--- config.mk ---
export PLATFORM = sky130hd
export DESIGN_NAME = jsad_regs
export DESIGN_NICKNAME = d
export VERILOG_FILES = /design/src/jsad_pkg.sv /design/src/jsad_regs.sv
export SDC_FILE = /design/constraint.sdc
export NUM_CORES = 1
export LEC_CHECK = 0
export ABC_AREA = 1
export BUFFER_PORTS_ARGS = -buffer_cell sky130_fd_sc_hd__buf_4
export CORE_MARGIN = 2
export CORE_UTILIZATION = 44
export DETAILED_ROUTE_END_ITERATION = 10
export GPL_TIMING_DRIVEN = 0
export PLACE_DENSITY = 0.8
export SKIP_LAST_GASP = 1
export SYNTH_ARGS = -nofsm -noshare
export SYNTH_HDL_FRONTEND = slang
export SYNTH_SLANG_ARGS = --single-unit
--- constraint.sdc ---
create_clock -name clk -period 1.2 [get_ports clk]
set_clock_uncertainty 0.05 [all_clocks]
set_input_delay 0.12 -clock clk [delete_from_list [all_inputs] [get_ports clk]]
set_output_delay 0.12 -clock clk [all_outputs]
set_load 0.01 [all_outputs]
--- src/jsad_pkg.sv ---
package jsad_pkg;
	// register offsets on the control interface
	localparam logic [7:0] JACK_STATUS_OFS = 8'h1c;
	localparam logic [7:0] ACT_DET_CFG_OFS = 8'h1e;
	localparam logic [7:0] SIG_GEN_CFG_OFS = 8'h1f;
	// reset values
	localparam logic [7:0] JACK_STATUS_RST = 8'h00;
	localparam logic [7:0] ACT_DET_CFG_RST = 8'h20;
	localparam logic [7:0] SIG_GEN_CFG_RST = 8'h80;
	// field positions (low bit of each field)
	localparam int JACK_KIND_LSB = 6;
	localparam int HEADSET_KIND_LSB = 4;
	localparam int POLICY_LSB = 6;
	localparam int MON_CH_LSB = 4;
	localparam int DOUT_IRQ_BIT = 3;
	localparam int DET_REC_BIT = 1;
	localparam int TONE_CH_LSB = 6;
	// writable bits of each configuration register
	localparam logic [7:0] ACT_DET_CFG_WMASK = 8'hfa;
	localparam logic [7:0] SIG_GEN_CFG_WMASK = 8'hc0;
	// auto power policy codes
	typedef enum logic [1:0] {
		JSAD_POL_USER = 2'h0,
		JSAD_POL_AUTO_BOTH = 2'h1,
		JSAD_POL_AUTO_UP = 2'h2,
		JSAD_POL_RSVD = 2'h3
	} jsad_policy_t;
	// jack presence codes
	localparam logic [1:0] JACK_NONE = 2'h0;
	localparam logic [1:0] JACK_NO_MIC = 2'h1;
	localparam logic [1:0] JACK_RSVD = 2'h2;
	localparam logic [1:0] JACK_WITH_MIC = 2'h3;
endpackage : jsad_pkg

--- src/jsad_regs.sv ---
// Operation
// - jack presence read-only at bits 7-6
// - headset type read-only at bits 5-4
// - policy 0: ADC power by software only
// - policy 1: activity powers ADC up and down
// - policy 2: activity powers up, software down
// - monitor channel bits 5-4, reset channel 3
// - bit 3 routes irq to data-out pin
// - bit 1 keeps detection alive while recording
// - tone generation channel bits 7-6, reset 3
// - status updates only when detection enabled
`timescale 1ns/10ps
module jsad_regs (
	// clock and reset
	input wire logic clk,
	input wire logic reset_n,
	// control interface register port
	input wire logic reg_wr,
	input wire logic reg_rd,
	input wire logic [7:0] reg_addr,
	input wire logic [7:0] reg_wdata,
	output logic [7:0] reg_rdata,
	output logic reg_hit,
	// jack detection front end
	input wire logic headset_detect_enable,
	input wire logic debounce_done,
	input wire logic [1:0] jack_kind_in,
	input wire logic [1:0] headset_kind_code_in,
	// activity detector and recording state
	input wire logic activity_event,
	input wire logic quiet_event,
	input wire logic recording,
	input wire logic sw_power_up,
	input wire logic sw_power_down,
	// steering outputs
	output logic adc_power_on,
	output logic detect_active,
	output logic [3:0] monitor_channel_onehot,
	output logic [3:0] tone_channel_onehot,
	output logic serial_data_out_irq_oe,
	output logic serial_data_out_irq
);
	logic [1:0] jack_kind_r;
	logic [1:0] headset_kind_code_r;
	logic [7:0] act_cfg_r;
	logic [7:0] sig_cfg_r;
	logic adc_on_r;
	logic irq_r;
	logic [1:0] auto_power_policy;
	logic [1:0] monitor_channel_select;
	logic [1:0] tone_gen_channel_select;
	logic dataout_irq_enable;
	logic detect_while_recording;
	logic det_evt;
	logic quiet_evt;

	// channel code n selects channel n+1, as a one-hot lane enable
	function automatic logic [3:0] ch_onehot(input logic [1:0] code);
		ch_onehot = 4'h1 << code;
	endfunction : ch_onehot

	assign auto_power_policy = act_cfg_r[jsad_pkg::POLICY_LSB +: 2];
	assign monitor_channel_select = act_cfg_r[jsad_pkg::MON_CH_LSB +: 2];
	assign dataout_irq_enable = act_cfg_r[jsad_pkg::DOUT_IRQ_BIT];
	assign detect_while_recording = act_cfg_r[jsad_pkg::DET_REC_BIT];
	assign tone_gen_channel_select = sig_cfg_r[jsad_pkg::TONE_CH_LSB +: 2];

	// status capture; gated so a bouncing comparator never reaches software
	always_ff @(posedge clk) begin
		if (!reset_n) begin
			jack_kind_r <= jsad_pkg::JACK_STATUS_RST[7:6];
			headset_kind_code_r <= jsad_pkg::JACK_STATUS_RST[5:4];
		end else if (headset_detect_enable && debounce_done) begin
			jack_kind_r <= jack_kind_in;
			headset_kind_code_r <= headset_kind_code_in;
		end
	end

	// configuration writes; reserved bits are masked off so they read zero
	always_ff @(posedge clk) begin
		if (!reset_n) begin
			act_cfg_r <= jsad_pkg::ACT_DET_CFG_RST;
			sig_cfg_r <= jsad_pkg::SIG_GEN_CFG_RST;
		end else if (reg_wr) begin
			if (reg_addr == jsad_pkg::ACT_DET_CFG_OFS)
				act_cfg_r <= reg_wdata & jsad_pkg::ACT_DET_CFG_WMASK;
			if (reg_addr == jsad_pkg::SIG_GEN_CFG_OFS)
				sig_cfg_r <= reg_wdata & jsad_pkg::SIG_GEN_CFG_WMASK;
		end
	end

	// read mux; reading changes no state
	always_ff @(posedge clk) begin
		if (!reset_n) begin
			reg_rdata <= 8'h00;
		end else if (reg_rd) begin
			unique case (reg_addr)
				jsad_pkg::JACK_STATUS_OFS: reg_rdata <= {jack_kind_r, headset_kind_code_r, 4'h0};
				jsad_pkg::ACT_DET_CFG_OFS: reg_rdata <= act_cfg_r;
				jsad_pkg::SIG_GEN_CFG_OFS: reg_rdata <= sig_cfg_r;
				default: reg_rdata <= 8'h00;
			endcase
		end
	end

	// jack status is read-only: writes to it are accepted and dropped
	assign reg_hit = (reg_addr == jsad_pkg::JACK_STATUS_OFS) ||
		(reg_addr == jsad_pkg::ACT_DET_CFG_OFS) || (reg_addr == jsad_pkg::SIG_GEN_CFG_OFS);

	// detector runs while idle, or while recording only if allowed
	assign detect_active = !recording || detect_while_recording;
	assign det_evt = activity_event && detect_active;
	assign quiet_evt = quiet_event && detect_active;
	assign monitor_channel_onehot = ch_onehot(monitor_channel_select);
	assign tone_channel_onehot = ch_onehot(tone_gen_channel_select);

	// adc power policy; software request wins over an event in the same cycle
	always_ff @(posedge clk) begin
		if (!reset_n) begin
			adc_on_r <= 1'b0;
		end else if (sw_power_down) begin
			adc_on_r <= 1'b0;
		end else if (sw_power_up) begin
			adc_on_r <= 1'b1;
		end else begin
			unique case (auto_power_policy)
				jsad_pkg::JSAD_POL_USER: adc_on_r <= adc_on_r;
				jsad_pkg::JSAD_POL_AUTO_BOTH: begin
					if (det_evt)
						adc_on_r <= 1'b1;
					else if (quiet_evt)
						adc_on_r <= 1'b0;
				end
				jsad_pkg::JSAD_POL_AUTO_UP: begin
					if (det_evt)
						adc_on_r <= 1'b1;
				end
				default: adc_on_r <= adc_on_r; // reserved code behaves as user mode
			endcase
		end
	end
	assign adc_power_on = adc_on_r;

	// interrupt pulse on data-out, only while no channel data is recorded
	always_ff @(posedge clk) begin
		if (!reset_n)
			irq_r <= 1'b0;
		else
			irq_r <= det_evt && dataout_irq_enable && !recording;
	end
	assign serial_data_out_irq = irq_r;
	assign serial_data_out_irq_oe = dataout_irq_enable && !recording;
endmodule : jsad_regs

-- Yosys cells after proc, flatten, opt, wreduce, memory -nomap -nowiden
Cells that the tools add are included.
- word-level logic and storage cells: 38
- bits of input ports: 31
- bits in registers: 22
- output and inout port bits: 21
- shifts and indexed selects: 2
- equality and inequality tests: 7
- reduce and logical (&&, ||, !) cells: 15
- bitwise operators: 1
- multiplexer cells: 6
- operator list (kind ; count):
    8-bit by 5-bit == test with 1-bit output (second input constant) ; 3
    8-bit one-hot mux with 3 select lines ; 1
    1-bit by 2-bit left shift with 4-bit output (first input constant) ; 2
    1-bit logical AND ; 6
    1-bit 2-to-1 mux ; 4
    4-bit != test (second input constant) ; 1
    2-bit AND reduction ; 2
    1-bit logical OR ; 3
    3-bit != test (second input constant) ; 1
    3-bit AND reduction ; 1
    3-bit nonzero test ; 1
    2-bit by 1-bit == test with 1-bit output (second input constant) ; 1
    2-bit == test (second input constant) ; 1
    1-bit one-hot mux with 2 select lines ; 1
    2-bit OR reduction ; 1
    1-bit logical NOT ; 1
    1-bit inverter ; 1

-- Longest topological paths before layout
- word-level depth: 7
- gate-level depth with buffers: 8
- mapped depth without buffers: 7

-- Worst setup path before layout
Ideal clock, no wire load.
- path type: flip-flop to flip-flop
- from: register act_cfg_r[1]
- to: register adc_on_r (netlist: adc_power_on)
- path slack: 0.194 ns
- required time: 1.036 ns
- period minus slack after synthesis: 1.006 ns
- arrival: 0.842 ns
- stages on the path, launching flop included: 6
- path buffers: 0
- setup time: 0.114 ns
- cell sequence: dfxtp_1 inv_1 nand2_1 a31o_2 a21oi_1 nor2_1
- longest elaborated chain between the ends: 5
- elaborated cells on any way between the ends: 9
- classes of those cells: eq/ne: 2; mux: 3; reduce/logical: 4
- ends and longest elaborated chain (what ; line ; RTL):
    start, declared ; jsad_regs.sv:45 ; logic [7:0] act_cfg_r;
    start signal, assigned ; jsad_regs.sv:82 ; act_cfg_r <= jsad_pkg::ACT_DET_CFG_RST;
    start signal, assigned ; jsad_regs.sv:86 ; act_cfg_r <= reg_wdata & jsad_pkg::ACT_DET_CFG_WMASK;
    1-bit logical OR (*) ; jsad_regs.sv:111 ; assign detect_active = !recording || detect_while_recording;
    net detect_active ; jsad_regs.sv:37 ; output logic detect_active,
    1-bit logical AND ; jsad_regs.sv:112 ; assign det_evt = activity_event && detect_active;
    1-bit 2-to-1 mux ; jsad_regs.sv:129 ; if (det_evt)
    1-bit one-hot mux with 2 select lines ; jsad_regs.sv:126 ; unique case (auto_power_policy)
    1-bit 2-to-1 mux ; jsad_regs.sv:123 ; end else if (sw_power_up) begin
    end signal, assigned ; jsad_regs.sv:127 ; jsad_pkg::JSAD_POL_USER: adc_on_r <= adc_on_r;
    end signal, assigned ; jsad_regs.sv:138 ; default: adc_on_r <= adc_on_r;
    end, declared ; jsad_regs.sv:47 ; logic adc_on_r;
The timed path passes the listed nets; every way through them passes the cells marked *.
A chain may end at the register's enable or synchronous reset.

-- Worst setup path in the final report
- from: register act_cfg_r[4]
- to: output port monitor_channel_onehot[1]
- longest elaborated chain between the ends: 1
- ends and longest elaborated chain (what ; line ; RTL):
    1-bit by 2-bit left shift with 4-bit output ; jsad_regs.sv:59 ; ch_onehot = 4'h1 << code;
    end, declared ; jsad_regs.sv:38 ; output logic [3:0] monitor_channel_onehot,
Every way passes these cells.

==> flow_metrics.tcl <==
set metrics [dict create \
    status "completed" \
    synth_area_um2 1030 \
    dr_wl_met3_um 128 \
    clockBufferDepth 2 \
    ys_seq_area_frac 0.387 \
    vias 1128 \
    crit_arrival_ns 0.99 \
    final_hold_viol_count 0 \
    antenna_found_initial 0 \
    drtIter0Drc 6 \
    start_util 0.467 \
    die_h_um 52.5 \
    grt-ovfl-total 0 \
    worst_skew_pair.late_latency_ns 0.30 \
    drive_above_1_share 0.396 \
    crit_type "reg2out" \
    holdCritPathClass "in2reg" \
    ff2ff_setup_slack_ns 0.18 \
    grt_start_max_net_pins 13 \
    antenna_cells 0 \
    reg2reg_to "adc_power_on" \
    hold_slack_ns 0.0177 \
    route.detailed.drc 0 \
    irDropWorstVdd_mv 0.822 \
    post_cts_buffers 0 \
    power_mw 1.44 \
    fin_crit_ns 1.16 \
    yosysTopAreaCellShare 0.387 \
    dr.pass1.iters 5 \
    ant_nets 0 \
    postSynthCellCount 142 \
    switchingPower_mw 0.325 \
    core.rowCount 17 \
    leakage_nw 0.753 \
    cts-root-buf "clkbuf_4" \
    cts.clk_slew.worst_paths_ns 0.12 \
    fillers 189 \
    numPortBuffers 46 \
    p_int_mw 1.12 \
    track_usage 0.229 \
    critPathLaunchType "flop" \
    setup-violations-final 0 \
    grt_pass1_wl_mm 4.66 \
    maxCapViolCount 0 \
    gp_congestion 0.793 \
    viasPerCell 5.01 \
    synth_seq_cells 20 \
    fmaxAchievable_mhz 862 \
    min_path_cells 3 \
    yosys_warnings 0 \
    cp-end-kind "primary output" \
    hp-start "headset_kind_code_in[0]" \
    seqPwrFrac 0.471 \
    cts.sinks 20 \
    die_area_um2 2750 \
    worstHoldEndpoint "headset_kind_code_r[0]" \
    maxUsedRoutingLayer "met4" \
    grt_pass1_vias 1128 \
    switching_share 0.225 \
    slew_viol_final 0 \
    rr_startpoint "act_cfg_r[7]" \
    finalCritPeriodShare 0.967 \
    final_common_cell "buf_4" \
    crit_fanout 4 \
    dr_wl_met2_mm 1.53 \
    regArea_um2 413 \
    yosys.cell_types.count 24 \
    combPwrFrac 0.142 \
    reg2reg_depth 5 \
    final.setup.tns_ns 0 \
    core_um2 2210 \
    die_w_um 52.5 \
    tritoncts "yes" \
    dp_cells 217 \
    wirelength_mm 2.75 \
    final_nets 229 \
    met1_length_mm 1.06 \
    layout_common_cells "buf_4, nand2_1, inv_1" \
    clkPwrFrac 0.387 \
    synth_top_area_cell "dfxtp_1" \
    io-pin-count 52 \
    syn_to_final_growth_pct 48.5 \
    finalNonFillerCells 225 \
    cts-htree-levels 1 \
    rsz0062_at_grt "yes" \
    synthTopCellsByArea "dfxtp_1, nand2_1, inv_1" \
    cts_made_buffers 3 \
    syn_area_per_cell_um2 7.28 \
    multi_input_area_um2 517 \
    routedWlPerCell_um 12.2 \
    required_ns 1.03 \
    powerDensity_nw_per_um2 941 \
    hpwl_mm 2.07 \
]
timing repair:
action                                  4_1_cts  5_1_grt
hold buffers                                  5        0
hold endpoints to repair                      4        0
endpoints found under the setup margin        2        7
resized for setup                             2       10
per-stage QoR:
stage | util | instance area, µm² | worst slack (ns)
final | 0.694 | 1540 | 0.0396
after global routing | 0.694 | 1540 | -0.0142
after global placement | 0.641 | 1420 | 0.0514
after detailed placement | 0.641 | 1420 | 0.0368
after CTS | 0.688 | 1520 | 0.0157
after floorplan | - | 1040 | 0.194
worst max path at each step:
stage                                end  cells after the start         start
2_1_floorplan               adc_power_on                      5  act_cfg_r[1]
3_3_place_gp                act_cfg_r[4]                      8   reg_addr[0]
3_5_place_dp                act_cfg_r[4]                      8   reg_addr[0]
4_1_cts                    detect_active                      4     recording
5_1_grt        monitor_channel_onehot[1]                      3  act_cfg_r[4]
6_report       monitor_channel_onehot[1]                      3  act_cfg_r[4]
critical path, stage by stage, from the launching register on:
cell	delay (ns)
dfxtp_4	0.38
inv_1	0.07
nor2_1	0.10
buf_4	0.13
final cells by class:
cell class,count,area share
repair buffers,50,0.254
plain buffers,6,0.0342
well taps,28,0.0228
multi-input cells,97,0.337
clock inverters,1,0.0196
inverters,20,0.0489
clock buffers,3,0.0147
flip-flops and latches,20,0.269
cells by family (layout without fill, tap and decap cells):
logic type | count (synthesis) | count (layout) | synth area share
other | 1 | 2 | 0.00363
AND/OR/NAND/NOR | 63 | 63 | 0.320
buffers and inverters | 26 | 80 | 0.123
AO/OA/AOI/OAI | 32 | 32 | 0.166
flip-flops | 20 | 20 | 0.387
power by group through the flow:
stage          combinational [mW]  clock [mW]  sequential [mW]
2_1_floorplan              0.0878           0            0.703
3_3_place_gp                0.184           0            0.702
3_5_place_dp                0.191           0            0.703
4_1_cts                     0.204       0.561            0.688
5_1_grt                     0.227       0.591            0.683
6_report                    0.204       0.559            0.681
sequential cells by signal, indices dropped and copies added, names as in the netlist:
register	flops
act_cfg_r	6
reg_rdata	6
headset_kind_code_r	2
jack_kind_r	2
sig_cfg_r	2
adc_power_on	1
serial_data_out_irq	1
layer usage:
layer	vias up	GRT usage
li1	564	-
met1	523	0.230
met2	35	0.458
met3	6	0.0429
met4	0	0.0726
met5	-	0
cells in the mapped netlist, drive strengths merged:
cell type and number:
nand2 24, dfxtp 20, inv 20, nor2 20, nand3 16, o21ai 16
a21oi 15, buf 5, a31o 1, clkbuf 1, conb 1, nand4 1
nor4 1, or2 1
No activity file was read; power rests on OpenSTA's default activity.
